[src/eb_pkg.sv]
// shared constants for the external bus pin and chip select configuration block
package eb_pkg;

  // register port geometry
  localparam int unsigned ADDR_W = 8;
  localparam int unsigned DATA_W = 32;

  // register index and byte address of the configuration word
  localparam logic [ADDR_W-1:0] CFG_INDEX = 8'h00;
  localparam logic [ADDR_W-1:0] CFG_ADDR  = 8'h00;

  // field positions inside the configuration word
  localparam int unsigned CS1_POS    = 1;
  localparam int unsigned CS3_POS    = 3;
  localparam int unsigned CS4_POS    = 4;
  localparam int unsigned CS5_POS    = 5;
  localparam int unsigned PULLUP_POS = 8;

  // writable bits; everything else is reserved and reads as zero
  localparam logic [DATA_W-1:0] CFG_MASK  = 32'h0000_013a;

  // value after reset
  localparam logic [DATA_W-1:0] CFG_RESET = 32'h0000_0000;

  // number of bus pins whose pull-up is shared with the general purpose io controller
  localparam int unsigned SHARED_PINS = 8;

  // chip select routing targets
  typedef enum logic {
    EB_TO_STATIC,
    EB_TO_SDRAM
  } eb_target_e;

endpackage
[src/eb_cfg_if.sv]
// configuration bits handed from the register to the chip select router
`timescale 1ns/1ns
interface eb_cfg_if;
  logic cs1_sdram;
  logic cs3_nand;
  logic cs4_card;
  logic cs5_card;

  modport reg_side
  (
    output cs1_sdram,
    output cs3_nand,
    output cs4_card,
    output cs5_card
  );

  modport route_side
  (
    input cs1_sdram,
    input cs3_nand,
    input cs4_card,
    input cs5_card
  );
endinterface

[src/eb_cs_route.sv]
// chip select router between the bus interface and the memory controllers
`timescale 1ns/1ns
module eb_cs_route
(
  input  wire logic clock,
  input  wire logic rstn,
  input  wire logic clk_en,
  eb_cfg_if.route_side cfg,
  input  wire logic cs1_req_n,
  input  wire logic cs3_req_n,
  input  wire logic cs4_req_n,
  input  wire logic cs5_req_n,
  input  wire logic cs6_req_n,
  output logic      static_cs1_n,
  output logic      sdram_cs_n,
  output logic      chip_select_three_n,
  output logic      chip_select_four_n,
  output logic      chip_select_five_n,
  output logic      chip_select_six_n,
  output logic      nand_select,
  output logic      card_select_four,
  output logic      card_select_five
);

  eb_pkg::eb_target_e cs1_target;

  // decode of the routing target of chip select one
  assign cs1_target = cfg.cs1_sdram ? eb_pkg::EB_TO_SDRAM : eb_pkg::EB_TO_STATIC;

  // chip select one goes to exactly one controller; the other sees it idle
  always_ff @(posedge clock or negedge rstn)
  begin
    if (!rstn)
    begin
      static_cs1_n <= 1'b1;
      sdram_cs_n   <= 1'b1;
    end
    else if (clk_en)
    begin
      static_cs1_n <= (cs1_target == eb_pkg::EB_TO_STATIC) ? cs1_req_n : 1'b1;
      sdram_cs_n   <= (cs1_target == eb_pkg::EB_TO_SDRAM) ? cs1_req_n : 1'b1;
    end
  end

  // selects three to six always stay with the static controller
  always_ff @(posedge clock or negedge rstn)
  begin
    if (!rstn)
    begin
      chip_select_three_n <= 1'b1;
      chip_select_four_n  <= 1'b1;
      chip_select_five_n  <= 1'b1;
      chip_select_six_n   <= 1'b1;
    end
    else if (clk_en)
    begin
      chip_select_three_n <= cs3_req_n;
      chip_select_four_n  <= cs4_req_n;
      chip_select_five_n  <= cs5_req_n;
      chip_select_six_n   <= cs6_req_n;
    end
  end

  // special flash and card logic is woken only when its select is active and enabled
  always_ff @(posedge clock or negedge rstn)
  begin
    if (!rstn)
    begin
      nand_select      <= 1'b0;
      card_select_four <= 1'b0;
      card_select_five <= 1'b0;
    end
    else if (clk_en)
    begin
      nand_select      <= cfg.cs3_nand & ~cs3_req_n;
      card_select_four <= cfg.cs4_card & ~cs4_req_n;
      card_select_five <= cfg.cs5_card & ~cs5_req_n;
    end
  end

endmodule

[src/eb_pin_cs_config.sv]
// external bus pin pull-up and chip select assignment register
//
// The register offsets and the strobed register port were left to the implementer.
`timescale 1ns/1ns
module eb_pin_cs_config
(
  input  wire logic                             clock,
  input  wire logic                             rstn,
  input  wire logic                             clk_en,
  // register port
  input  wire logic [eb_pkg::ADDR_W-1:0]        reg_addr,
  input  wire logic [eb_pkg::DATA_W-1:0]        reg_wdata,
  input  wire logic                             reg_wr,
  input  wire logic                             reg_rd,
  output logic      [eb_pkg::DATA_W-1:0]        reg_rdata,
  // pull-up control
  input  wire logic [eb_pkg::SHARED_PINS-1:0]   gpio_pullup_req,
  output logic                                  data_bus_pullup_control,
  output logic      [eb_pkg::SHARED_PINS-1:0]   shared_pin_pullup,
  // chip select requests from the bus interface, active low
  input  wire logic                             cs1_req_n,
  input  wire logic                             cs3_req_n,
  input  wire logic                             cs4_req_n,
  input  wire logic                             cs5_req_n,
  input  wire logic                             cs6_req_n,
  // routed selects
  output logic                                  static_cs1_n,
  output logic                                  sdram_cs_n,
  output logic                                  chip_select_three_n,
  output logic                                  chip_select_four_n,
  output logic                                  chip_select_five_n,
  output logic                                  chip_select_six_n,
  // special logic enables and strobes
  output logic                                  nand_logic_enable,
  output logic                                  card_logic_enable,
  output logic                                  nand_select,
  output logic                                  card_select_four,
  output logic                                  card_select_five
);

  logic [eb_pkg::DATA_W-1:0] cfg_q;
  logic [eb_pkg::DATA_W-1:0] cfg_d;
  logic [eb_pkg::DATA_W-1:0] rdata_d;
  logic                      cfg_hit_wr;

  eb_cfg_if cfg_bus ();

  // single register decode, reused for reads and writes
  function automatic logic is_cfg_addr(input logic [eb_pkg::ADDR_W-1:0] a);
    is_cfg_addr = (a == eb_pkg::CFG_ADDR);
  endfunction

  assign cfg_hit_wr = reg_wr & is_cfg_addr(reg_addr);

  // only implemented bits take the write; reserved ones stay zero
  always_comb
  begin
    cfg_d = cfg_q;
    if (cfg_hit_wr)
    begin
      cfg_d = reg_wdata & eb_pkg::CFG_MASK;
    end
  end

  // configuration word
  always_ff @(posedge clock or negedge rstn)
  begin
    if (!rstn)
    begin
      cfg_q <= eb_pkg::CFG_RESET;
    end
    else if (clk_en)
    begin
      cfg_q <= cfg_d;
    end
  end

  // read mux; unmapped addresses answer zero so software sees no stale data
  always_comb
  begin
    rdata_d = '0;
    if (reg_rd && is_cfg_addr(reg_addr))
    begin
      rdata_d = cfg_q & eb_pkg::CFG_MASK;
    end
    else if (reg_rd)
    begin
      rdata_d = '0;
    end
  end

  // read data is valid only in the cycle after the strobe
  always_ff @(posedge clock or negedge rstn)
  begin
    if (!rstn)
    begin
      reg_rdata <= '0;
    end
    else if (clk_en)
    begin
      reg_rdata <= rdata_d;
    end
  end

  // dedicated pins use the register bit; shared pins belong to the io controller
  always_ff @(posedge clock or negedge rstn)
  begin
    if (!rstn)
    begin
      data_bus_pullup_control <= eb_pkg::CFG_RESET[eb_pkg::PULLUP_POS];
      shared_pin_pullup       <= '0;
    end
    else if (clk_en)
    begin
      data_bus_pullup_control <= cfg_q[eb_pkg::PULLUP_POS];
      shared_pin_pullup       <= gpio_pullup_req;
    end
  end

  // the card logic serves both select four and five, so either bit wakes it
  always_ff @(posedge clock or negedge rstn)
  begin
    if (!rstn)
    begin
      nand_logic_enable <= 1'b0;
      card_logic_enable <= 1'b0;
    end
    else if (clk_en)
    begin
      nand_logic_enable <= cfg_q[eb_pkg::CS3_POS];
      card_logic_enable <= cfg_q[eb_pkg::CS4_POS] | cfg_q[eb_pkg::CS5_POS];
    end
  end

  // hand the assignment bits to the router
  assign cfg_bus.cs1_sdram = cfg_q[eb_pkg::CS1_POS];
  assign cfg_bus.cs3_nand  = cfg_q[eb_pkg::CS3_POS];
  assign cfg_bus.cs4_card  = cfg_q[eb_pkg::CS4_POS];
  assign cfg_bus.cs5_card  = cfg_q[eb_pkg::CS5_POS];

  // routing of the select lines
  eb_cs_route u_route
  (
    .clock               (clock),
    .rstn                (rstn),
    .clk_en              (clk_en),
    .cfg                 (cfg_bus.route_side),
    .cs1_req_n           (cs1_req_n),
    .cs3_req_n           (cs3_req_n),
    .cs4_req_n           (cs4_req_n),
    .cs5_req_n           (cs5_req_n),
    .cs6_req_n           (cs6_req_n),
    .static_cs1_n        (static_cs1_n),
    .sdram_cs_n          (sdram_cs_n),
    .chip_select_three_n (chip_select_three_n),
    .chip_select_four_n  (chip_select_four_n),
    .chip_select_five_n  (chip_select_five_n),
    .chip_select_six_n   (chip_select_six_n),
    .nand_select         (nand_select),
    .card_select_four    (card_select_four),
    .card_select_five    (card_select_five)
  );

endmodule

[config.mk]
export PLATFORM = sky130hd
export DESIGN_NAME = eb_pin_cs_config
export DESIGN_NICKNAME = d
export VERILOG_FILES = /design/src/eb_pkg.sv /design/src/eb_cfg_if.sv /design/src/eb_cs_route.sv /design/src/eb_pin_cs_config.sv
export SDC_FILE = /design/constraint.sdc
export NUM_CORES = 1
export LEC_CHECK = 0
export BUFFER_PORTS_ARGS = -buffer_cell sky130_fd_sc_hd__buf_2
export CORE_AREA = 2 2 63 59
export CTS_BUF_LIST = sky130_fd_sc_hd__clkbuf_4
export CTS_CLUSTER_SIZE = 20
export DETAILED_ROUTE_END_ITERATION = 6
export DIE_AREA = 0 0 65 61
export PLACE_DENSITY = 0.85
export SLEW_MARGIN = 20
export SYNTH_ARGS = -nofsm -noshare
export SYNTH_HDL_FRONTEND = slang
export SYNTH_SLANG_ARGS = --single-unit
[constraint.sdc]
create_clock -name clock -period 1.45 [get_ports clock]
set_input_delay 0.29 -clock clock [delete_from_list [all_inputs] [get_ports clock]]
set_output_delay 0.29 -clock clock [all_outputs]
set_load 0.005 [all_outputs]
# After elaboration in Yosys (flattened, before gate mapping)
# Index checks and enable logic that the tools add are counted.
dict set report op_classes {
  mux 4
  bitwise 8
  reduce_logical 3
}
# cell n
set op_table {}
lappend op_table {{$mux W9} 1}
lappend op_table {{$logic_not A8 Y1} 1}
lappend op_table {{$and A1 B1 Y1} 4}
lappend op_table {{$mux W1} 3}
lappend op_table {{$not A1 Y1} 3}
lappend op_table {{$reduce_and A2 Y1} 1}
lappend op_table {{$logic_and A1 B1 Y1} 1}
lappend op_table {{$or A1 B1 Y1} 1}
dict set report totals {
  register_bits 57
  input_bits 58
  wordCells 30
}

# Longest topological paths before layout
# Gate-level depths: netlist of the first run.
dict set report logic_depth {
  ltp_word 3
  mapped_depth 4
}

# By module
# A second synthesis of the first run with hierarchy kept.
dict set report unflattened {
  cells_unflattened 120
  area_unflattened_um2 1427.6
}
# mod n_inst cells_each area_each_um2 seq_area_each_um2
set by_module_without_submodules {}
lappend by_module_without_submodules {eb_pin_cs_config 1 91 1054.8 525.5}
lappend by_module_without_submodules {eb_cs_route 1 29 372.9 232.7}

# Worst setup path after synthesis of the first run
# Ideal clock, no wire load.
dict set report synth_timing {
  path_kind {in2reg}
  start {input port reg_addr[5] (netlist bit)}
  end {register cfg_q[1] (netlist bit)}
  setup_ns 0.125
  arrival_time_ns 1.193
  slack_ns 0.132
  cell_stages 4
  n_path_buf 1
  path_cell_list {nor4_2 and4_1 buf_6 mux2_4}
}
dict set report synth_between {
  elab_chain_len 3
}
# element line_no
set synth_rtl {}
lappend synth_rtl {{from (decl)} eb_pin_cs_config.sv:11} ;# input wire logic [eb_pkg::ADDR_W-1:0] reg_addr,
lappend synth_rtl {{$logic_not A8 Y1} eb_pin_cs_config.sv:50} ;# is_cfg_addr = (a == eb_pkg::CFG_ADDR);
lappend synth_rtl {{$and A1 B1 Y1} eb_pin_cs_config.sv:53} ;# assign cfg_hit_wr = reg_wr & is_cfg_addr(reg_addr);
lappend synth_rtl {{$reduce_and A2 Y1 (no line)} --}
lappend synth_rtl {{to (signal assigned)} eb_pin_cs_config.sv:70} ;# cfg_q <= eb_pkg::CFG_RESET;
lappend synth_rtl {{to (signal assigned)} eb_pin_cs_config.sv:74} ;# cfg_q <= cfg_d;
lappend synth_rtl {{to (decl)} eb_pin_cs_config.sv:41} ;# logic [eb_pkg::DATA_W-1:0] cfg_q;
# Every way passes these cells.
# A chain may end at the register's enable or synchronous reset.

# Worst setup path in the final report of the first run
dict set report layout_timing {
  start {register u_route.chip_select_five_n}
  end {output port chip_select_five_n}
}
# element line_no
set layout_lines {}
lappend layout_lines {{from (decl)} eb_cs_route.sv:18} ;# output logic chip_select_five_n,
lappend layout_lines {{from (signal assigned)} eb_cs_route.sv:59} ;# chip_select_five_n <= cs5_req_n;
lappend layout_lines {{to (decl)} eb_pin_cs_config.sv:31} ;# output logic chip_select_five_n,
# No word-level cell between the ends.

==> metrics.log, run 1 <==
[metrics] crit path max-delay cell type: dfstp_2
[metrics] cells along the critical path: buf_2
[metrics] Antenna Diode Count: 0
[metrics] aggregate routed wire length: 2422 µm
[metrics] IO Count: 110
[metrics] Clk Latency, worst-skew pair: 330 ps
[metrics] proportion of layout cells with a drive suffix above 1: 51.41%
[metrics] Power Total: 1.762 mW
[metrics] leading cell types in the layout, fill and taps excluded: 55 x buf_2, 27 x conb_1, 24 x dfrtp_1
[metrics] power per cell area: 1022 nW/µm²
[metrics] final-report hold violation count: 0
[metrics] fill cell count: 321
[metrics] average vias per placed instance: 4.339
[metrics] Synth top area share: 43.13%
[metrics] simple-gate share of the synthesized area: 5.211%
[metrics] Max-cap violations: 0
[metrics] post-synthesis instance total: 116
[metrics] fin nets: 234
[metrics] global-route total usage across every layer: 13.41%
[metrics] wire per inst: 10.96 µm
[metrics] cell area after synthesis: 1393 µm²
[metrics] share of synthesized cell area in full adder, half adder and majority cells: 0%
[metrics] combinational family with the most area after synthesis: buffers and inverters
[metrics] kind of cell adding the most delay to the critical path: flip-flops
[metrics] Worst EP required: 1160 ps
[metrics] Setup-failing EPs final: 0
[metrics] complex-gate fraction of the synthesized area: 5.660%
[metrics] post-cts gate resize count: 0
[metrics] vias after detailed routing: 959
[metrics] area of the die: 3965 µm²
[metrics] DIE HEIGHT: 61 µm
[metrics] Worst Path Max Fanout: 2
[metrics] number of storage elements in the synthesis netlist: 30
[metrics] H-tree level count: 2
[metrics] leading cell type in the layout, fill and taps excluded: buf_2
[metrics] input/output buffers: 55
[metrics] overall overflow remaining after global route: 0
[metrics] Synth-to-Final Area Change: 23.81%
[metrics] CTS buffer count: 5
[metrics] Routed Antenna Nets: 0
[metrics] largest net degree at the start of global routing: 33
[metrics] arrival time of data at the critical path endpoint: 960 ps
[metrics] setup repair after global routing missed its margin: no
[metrics] number of placement rows: 20
[metrics] count of buffer and inverter cells on the critical path: 1
[metrics] width of the die: 65 µm
[metrics] Leak Pwr: 0.8822 nW
[metrics] Hold/Removal Path Class: in -> reg
[metrics] Period minus WS final: 1254 ps
[metrics] parity-gate share of the synthesized area counting xor and xnor cells: 0%
[metrics] DRC violation count after routing: 0
[metrics] Critical Path Sink Type: primary output
[metrics] highest cell delay on the worst timing path: 540 ps
[metrics] maximum frequency from static timing analysis: 0.7975 GHz
[metrics] fin util: 52.60%
[metrics] outcome: complete, no violations
[metrics] clock tree from TritonCTS: yes
[metrics] Clock Skews: 8.493 ps
[metrics] number of buffers between clock root and the deepest sink: 2
[metrics] peak supply drop: 0.5813 mV
[metrics] Pre-antenna DRT Iters: 4
[metrics] final worst path period share: 86.47%
[metrics] post-detailed-placement half-perimeter wirelength: 1874 µm
[metrics] wire length of the first global-routing pass: 3836 µm
[metrics] largest cells by area after synthesis: dfrtp_1 43%, buf_4 15%, dfstp_2 11%
[metrics] nature of the critical path startpoint: flop
[metrics] footprint of the flip-flops and latches: 758.2 µm²
[metrics] Slew Viols, Final: 0
[metrics] number of antenna violations at the first check in global routing: 0
[metrics] mux contribution to synthesized area: 15.09%
[metrics] per-instance average area after synthesis: 12.01 µm²
[metrics] Multi-input gate area: 462.9 µm²
[metrics] Core Area: 3278 µm²
[metrics] number of global-route vias before repair: 879
[metrics] initial core utilization: 42.48%
[metrics] critical path class: reg -> out
[metrics] yosys synthesis warning count: 0
[metrics] CTS Root Buffer Type: clkbuf_4
[metrics] CTS Sinks: 30
[metrics] Detailed Route Iter0 Violations: 7
[metrics] Worst-path clk slew: 90 ps
[metrics] placer congestion estimate: 0.6920
[metrics] post-CTS setup-driven buffer insertion count: 0
[metrics] sequential area share after synthesis: 54.45%
[metrics] Synth cell types: 19
[metrics] top cell type by total area after synthesis: dfrtp_1
-- worst paths after layout --
path	startpoint	end	slack [ps]	cells after the start
setup / recovery	u_route.chip_select_five_n$_DFFE_PN1P_	chip_select_five_n	200	1
hold / removal	cs4_req_n	u_route.card_select_four$_DFFE_PN0P_	140	2
setup reg to reg	cfg_q[5]$_DFFE_PN0P_	cfg_q[5]$_DFFE_PN0P_	670	1
hold reg to reg	u_route.static_cs1_n$_DFFE_PN1P_	u_route.static_cs1_n$_DFFE_PN1P_	490	2
max in group asynchronous	rstn	u_route.chip_select_four_n$_DFFE_PN1P_	530	3
min in group asynchronous	rstn	cfg_q[1]$_DFFE_PN0P_	420	2
-- where the power goes --
group | switching (mW) | internal (mW) | total [mW]
combinational | 0.0962 | 0.109 | 0.205
clock | 0.287 | 0.357 | 0.644
sequential | 0.0211 | 0.892 | 0.913
total | 0.404 | 1.36 | 1.76
-- synthesized netlist by cell type --
cell type  instances
mux2_4             5
conb_1             1
nor2_1             4
clkbuf_1           2
a21oi_1            2
buf_2              2
inv_1             10
mux2_2            12
dfrtp_1           24
buf_6              1
o22ai_1            8
o22a_1             1
nand3_1            1
nand2_1            5
buf_4             27
nor4_2             2
o21ai_0            2
dfstp_2            6
and4_1             1
-- sequential cells by signal, summed over array words and instances (netlist names) --
register	count
nand_logic_enable	1
shared_pin_pullup	8
u_route.card_select_five	1
u_route.chip_select_three_n	1
data_bus_pullup_control	1
u_route.sdram_cs_n	1
reg_rdata	5
u_route.chip_select_four_n	1
u_route.chip_select_five_n	1
card_logic_enable	1
u_route.card_select_four	1
u_route.chip_select_six_n	1
u_route.static_cs1_n	1
u_route.nand_select	1
cfg_q	5
-- metrics by stage --
stage / TNS (ps) / hold WS [ps] / std cells / instance area, µm² / worst slack, ps
final: 0 / 143.9 / 221 / 1724 / 196.1
after global routing: 0 / 131.5 / 221 / 1724 / 139.5
after CTS: 0 / 128.7 / 221 / 1724 / 168.5
after detailed placement: -440.8 / 240.1 / 212 / 1637 / -90.55
after global placement: -204.5 / 235.8 / 212 / 1637 / -41.38
after floorplan: 0 / -5.591 / 142 / 1490 / 131.7
-- area by class of cell --
| type | count | area share, % |
|---|---|---|
| flip-flops and latches | 30 | 43.98 |
| inverters | 10 | 2.177 |
| well taps | 44 | 3.193 |
| multi-input cells | 70 | 26.85 |
| clock inverters | 3 | 2.322 |
| repair buffers | 59 | 19.30 |
| clock buffers | 5 | 2.177 |
-- metal layers --
metal | track usage [%] | up-vias | routed length (µm)
li1 | - | 451 | -
met4 | 7.295 | 0 | 44
met5 | 0 | - | 0
met3 | 4.453 | 7 | 199
met2 | 22.97 | 51 | 1228
met1 | 15.08 | 450 | 949
-- repair_timing --
item                       4_1_cts  5_1_grt
hold endpoints to repair        13        0
setup endpoints to repair        0        0
hold buffers                     1        0
-- kinds of logic (layout without fill, tap and decap cells) --
kind of cell | count (synthesis) | count (layout)
muxes | 17 | 17
DFF | 30 | 30
AOI/OAI and AO/OA | 13 | 13
and+or+nand+nor | 13 | 13
other | 1 | 27
buffers and inverters | 42 | 77
Note: power is estimated with default switching activity, not from simulation.
==> run 2: changes to the inputs <==
--- a/config.mk
+++ b/config.mk
@@ -8,3 +8,3 @@
 export BUFFER_PORTS_ARGS = -buffer_cell sky130_fd_sc_hd__buf_2
-export CORE_AREA = 2 2 63 59
+export CORE_AREA = 3 3 64 60
 export CTS_BUF_LIST = sky130_fd_sc_hd__clkbuf_4
@@ -12,3 +12,3 @@
 export DETAILED_ROUTE_END_ITERATION = 6
-export DIE_AREA = 0 0 65 61
+export DIE_AREA = 0 0 67 63
 export PLACE_DENSITY = 0.85
--- a/constraint.sdc
+++ b/constraint.sdc
@@ -3,2 +3,2 @@
 set_output_delay 0.29 -clock clock [all_outputs]
-set_load 0.005 [all_outputs]
+set_load 0.02 [all_outputs]
==> run 2 against run 1 <==
Against the previous run:
- the flow now finishes with violations (negative hold slack)
- routed wire length grew 1.3%
- global-route usage is 0.30 points lower
- largest cell class unchanged
- maximum frequency decreased by 3.3%
- cell count down 0.45%
- critical path depth unchanged
- core utilization fell by 2.0 points
- highest routed layer unchanged
- clock skew fell by 2.3 ps
- critical endpoint is now static_cs1_n
- worst hold slack got worse by 150 ps
- cell area shrank 3.0%
- sequential share of layout area is 1.4 points higher
- register-to-register slack about the same
==> metrics.log, run 2 (same netlist as run 1, synthesis figures left out) <==
[metrics] number of placement rows: 20
[metrics] Core Area: 3303 µm²
[metrics] Synth-to-Final Area Change: 20.04%
[metrics] timing endpoint of the critical path: static_cs1_n
[metrics] wire per inst: 11.15 µm
[metrics] cell depth of the worst flop-to-flop path: 1
[metrics] final worst path period share: 89.44%
[metrics] Setup-failing EPs final: 0
[metrics] average vias per placed instance: 4.295
[metrics] outcome: complete, but fails checks
[metrics] clock tree from TritonCTS: yes
[metrics] CTS buffer count: 5
[metrics] overall overflow remaining after global route: 0
[metrics] largest registers: shared_pin_pullup: 8 flops, cfg_q: 5 flops, reg_rdata: 5 flops
[metrics] maximum frequency from static timing analysis: 0.7711 GHz
[metrics] Hold Slack: -4.456 ps
[metrics] worst r2r dst: cfg_q[5]$_DFFE_PN0P_
[metrics] nature of the critical path startpoint: flop
[metrics] proportion of layout cells with a drive suffix above 1: 51.70%
[metrics] area of the die: 4221 µm²
[metrics] post-cts gate resize count: 0
[metrics] critical path class: reg -> out
[metrics] Hold/Removal Path Class: in -> async
[metrics] setup ws final: 153.2 ps
[metrics] Worst EP required: 1160 ps
[metrics] crit path max-delay cell type: dfstp_2
[metrics] number of buffers between clock root and the deepest sink: 2
[metrics] largest net degree at the start of global routing: 31
[metrics] Rel. slew slack: 55.96%
[metrics] arrival time of data at the critical path endpoint: 1010 ps
[metrics] Max-cap violations: 0
[metrics] Period minus WS final: 1297 ps
[metrics] placer congestion estimate: 0.6742
[metrics] width of the die: 67 µm
[metrics] Pre-antenna DRT Iters: 4
[metrics] fin nets: 233
[metrics] final setup TNS: 0 ps
[metrics] highest cell delay on the worst timing path: 540 ps
[metrics] kind of cell adding the most delay to the critical path: flip-flops
[metrics] setup repair after global routing missed its margin: no
[metrics] Slew Viols, Final: 0
[metrics] input/output buffers: 55
[metrics] Clk Latency, worst-skew pair: 310 ps
[metrics] leading cell types in the layout, fill and taps excluded: 55 x buf_2, 27 x conb_1, 24 x dfrtp_1
[metrics] Leak Pwr: 0.8607 nW
[metrics] number of antenna violations at the first check in global routing: 0
[metrics] Clock Skews: 6.203 ps
[metrics] cells along the critical path: buf_2
[metrics] count of buffer and inverter cells on the critical path: 1
[metrics] peak supply drop: 0.5815 mV
[metrics] start point of the critical path: u_route.static_cs1_n$_DFFE_PN1P_
[metrics] busiest grt layer: met2
[metrics] GR Layer Usage met1: 15.38%
[metrics] vias after detailed routing: 945
[metrics] wire length of the first global-routing pass: 4215 µm
[metrics] failing checks: negative hold slack
[metrics] aggregate routed wire length: 2453 µm
[metrics] CTS Root Buffer Type: clkbuf_4
[metrics] Detailed Route Iter0 Violations: 44
[metrics] fill cell count: 329
[metrics] IO Count: 110
[metrics] # hold bufs at CTS: 0
[metrics] Routed Antenna Nets: 0
[metrics] footprint of the flip-flops and latches: 758.2 µm²
[metrics] CTS Sinks: 30
[metrics] H-tree level count: 2
[metrics] global-route total usage across every layer: 13.10%
[metrics] number of stages on the worst setup path: 1
[metrics] power per cell area: 1024 nW/µm²
[metrics] final-report hold violation count: 3
[metrics] actual transition at the worst max-transition pin: 660.6 ps
[metrics] Largest register FFs: 8
[metrics] initial core utilization: 42.16%
[metrics] register name with the most flops: shared_pin_pullup
[metrics] post-detailed-placement half-perimeter wirelength: 1941 µm
[metrics] Multi-input gate area: 462.9 µm²
[metrics] Antenna Diode Count: 0
[metrics] M2 GR Usage: 21.60%
[metrics] Worst-path clk slew: 90 ps
[metrics] setup slack, reg-to-reg: 660 ps
[metrics] Critical Path Sink Type: primary output
[metrics] post-CTS setup-driven buffer insertion count: 0
[metrics] DIE HEIGHT: 63 µm
[metrics] Worst Path Max Fanout: 2
[metrics] number of global-route vias before repair: 985
[metrics] worst setup slack after placement: -62.90 ps
[metrics] leading cell type in the layout, fill and taps excluded: buf_2
[metrics] met3 Usage GRT: 5.396%
[metrics] DRC violation count after routing: 0
[metrics] R2R Path Start: cfg_q[5]$_DFFE_PN0P_
run 2: stage by stage:
step / hold slack (ps) / cells / cell area, µm² / util, % / power, mW
final: -4.456 / 220 / 1672 / 50.61 / 1.711
after detailed placement: 367.6 / 212 / 1612 / 48.79 / 1.223
after global routing: 39.74 / 220 / 1672 / 50.61 / 1.808
after global placement: 358.3 / 212 / 1612 / 48.79 / 1.215
after CTS: 20.66 / 220 / 1672 / 50.61 / 1.738
after floorplan: -5.591 / 142 / 1490 / - / 1.166
run 2: per-layer routing:
layer,share of wire [%],vias up
met4,0.61,0
met5,0,-
met1,38,444
li1,-,444
met3,11,2
met2,51,55
run 2: final cells by class:
| cell class | instances | area share, % |
|---|---|---|
| Clock buffer | 8 | 3.593 |
| Inverter | 10 | 2.246 |
| Multi-Input combinational cell | 70 | 27.69 |
| Sequential cell | 30 | 45.36 |
| Tap cell | 44 | 3.293 |
| Timing Repair Buffer | 58 | 17.81 |
run 2: where the power goes:
group | switching [mW] | internal (mW)
Clock | 0.259 | 0.249
Sequential | 0.0211 | 0.892
Combinational | 0.189 | 0.101
Total | 0.469 | 1.24
run 2: worst min-delay path by stage:
stage / start / end / slack (ps)
finish: rstn / shared_pin_pullup[0]$_DFFE_PN0P_ / -4
global route: rstn / shared_pin_pullup[1]$_DFFE_PN0P_ / 40
CTS: rstn / shared_pin_pullup[0]$_DFFE_PN0P_ / 20
detailed placement: rstn / shared_pin_pullup[1]$_DFFE_PN0P_ / 370
global placement: rstn / shared_pin_pullup[6]$_DFFE_PN0P_ / 360
floorplan: rstn / card_logic_enable$_DFFE_PN0P_ / -6
==> run 3: changes to the inputs <==
- RECOVER_POWER: not set -> 25
==> run 3 against run 2 <==
Against the previous run:
- the run now ends clean
- flip-flop and latch count is the same
- routed wire length stayed put
- clock skew barely moved
- setup slack unchanged
- sequential share of layout area stayed put
- die area stayed put
- non-clock buffer count stayed put
- critical path depth stayed put
- total power barely moved
- core utilization stayed put
- cell count is the same
==> metrics.log, run 3 (same netlist as run 1, synthesis figures left out) <==
[metrics] outcome: complete, no violations
[metrics] aggregate routed wire length: 2453 µm
[metrics] DRC violation count after routing: 0
[metrics] actual transition at the worst max-transition pin: 739.2 ps
[metrics] Worst-path clk slew: 90 ps
[metrics] largest registers: shared_pin_pullup: 8 flops, cfg_q: 5 flops, reg_rdata: 5 flops
[metrics] worst r2r dst: cfg_q[5]$_DFFE_PN0P_
[metrics] Rel. slew slack: 50.72%
[metrics] Multi-input gate area: 462.9 µm²
[metrics] H-tree level count: 2
[metrics] Worst Path Max Fanout: 2
[metrics] Power Total: 1.711 mW
[metrics] number of placement rows: 20
[metrics] leading cell types in the layout, fill and taps excluded: 54 x buf_2, 27 x conb_1, 24 x dfrtp_1
[metrics] highest cell delay on the worst timing path: 540 ps
[metrics] Leak Pwr: 0.8609 nW
[metrics] setup slack, reg-to-reg: 660 ps
[metrics] maximum frequency from static timing analysis: 0.7711 GHz
[metrics] peak supply drop: 0.5812 mV
[metrics] register name with the most flops: shared_pin_pullup
[metrics] input/output buffers: 55
[metrics] Area after DPL: 1612 µm²
[metrics] Worst EP required: 1160 ps
[metrics] number of global-route vias before repair: 985
[metrics] Antenna Diode Count: 0
[metrics] DIE HEIGHT: 63 µm
[metrics] arrival time of data at the critical path endpoint: 1010 ps
[metrics] largest net degree at the start of global routing: 31
[metrics] CTS Sinks: 30
[metrics] Core Area: 3303 µm²
[metrics] power per cell area: 1024 nW/µm²
[metrics] post-CTS setup-driven buffer insertion count: 0
[metrics] fin util: 50.61%
[metrics] cell depth of the worst flop-to-flop path: 1
[metrics] critical path class: reg -> out
[metrics] proportion of layout cells with a drive suffix above 1: 51.70%
[metrics] fill cell count: 329
[metrics] Period minus WS final: 1297 ps
[metrics] final worst path period share: 89.44%
[metrics] Setup-failing EPs final: 0
[metrics] kind of cell adding the most delay to the critical path: flip-flops
[metrics] IO Count: 110
[metrics] wire length of the first global-routing pass: 4215 µm
[metrics] wire per inst: 11.15 µm
[metrics] Post-Place Cells: 212
[metrics] R2R Path Start: cfg_q[5]$_DFFE_PN0P_
[metrics] number of antenna violations at the first check in global routing: 0
[metrics] CTS Root Buffer Type: clkbuf_4
[metrics] Largest register FFs: 8
[metrics] number of buffers between clock root and the deepest sink: 2
[metrics] vias after detailed routing: 945
[metrics] finished layout cell area: 1672 µm²
[metrics] Critical Path Sink Type: primary output
[metrics] final-report hold violation count: 0
[metrics] Max-cap violations: 0
[metrics] setup repair after global routing missed its margin: no
[metrics] nature of the critical path startpoint: flop
[metrics] post-cts gate resize count: 0
[metrics] clock tree from TritonCTS: yes
[metrics] width of the die: 67 µm
[metrics] fin nets: 233
[metrics] Clk Latency, worst-skew pair: 310 ps
[metrics] number of standard cells in the layout, taps in and fillers out: 220
[metrics] placer congestion estimate: 0.6742
[metrics] Routed Antenna Nets: 0
[metrics] average vias per placed instance: 4.295
[metrics] start point of the critical path: u_route.static_cs1_n$_DFFE_PN1P_
[metrics] # hold bufs at CTS: 0
[metrics] leading cell type in the layout, fill and taps excluded: buf_2
[metrics] count of buffer and inverter cells on the critical path: 1
[metrics] initial core utilization: 42.16%
[metrics] footprint of the flip-flops and latches: 758.2 µm²
[metrics] global-route total usage across every layer: 13.10%
[metrics] area of the die: 4221 µm²
[metrics] cells along the critical path: buf_2
[metrics] post-detailed-placement half-perimeter wirelength: 1941 µm
[metrics] Detailed Route Iter0 Violations: 44
[metrics] Synth-to-Final Area Change: 20.04%
[metrics] Pre-antenna DRT Iters: 4
[metrics] Hold Slack: 20.08 ps
[metrics] Slew Viols, Final: 0
[metrics] Clock Skews: 6.203 ps
[metrics] overall overflow remaining after global route: 0
[metrics] CTS buffer count: 5
[metrics] Hold/Removal Path Class: in -> async
[metrics] crit path max-delay cell type: dfstp_2
run 3: layout make-up:
class / instances / area share [%]
sequential: 30 / 45.36
inverter: 10 / 2.246
clock buffer: 8 / 3.593
timing repair buffer: 58 / 17.81
multi-input combinational: 70 / 27.69
tap: 44 / 3.293
run 3: per-layer routing:
| layer | GRT usage, % | share of wire (%) | vias to the layer above |
|---|---|---|---|
| met3 | 5.396 | 11 | 2 |
| met2 | 21.60 | 51 | 55 |
| li1 | - | - | 444 |
| met4 | 3.797 | 0.61 | 0 |
| met1 | 15.38 | 38 | 444 |
| met5 | 0 | 0 | - |
run 3: worst max path at each step:
stage / endpoint / cells past startpoint / slack (ps)
finish: static_cs1_n / 1 / 150
global route: chip_select_four_n / 1 / 110
CTS: chip_select_five_n / 1 / 140
detailed placement: cfg_q[5]$_DFFE_PN0P_ / 5 / -60
global placement: cfg_q[5]$_DFFE_PN0P_ / 5 / -30
floorplan: cfg_q[1]$_DFFE_PN0P_ / 4 / 130
run 3: where the power goes:
part,switching (mW),total (mW),internal (mW)
logic,0.189,0.290,0.101
clock network,0.259,0.509,0.249
registers,0.0211,0.913,0.892
total,0.469,1.71,1.24
run 3: through the flow:
step	setup TNS, ps	worst slack (ps)
3_5_place_dp	-288.4	-62.90
2_1_floorplan	0	131.7
4_1_cts	0	138.1
6_report	0	153.2
5_1_grt	0	110.7
3_3_place_gp	-170.4	-34.46
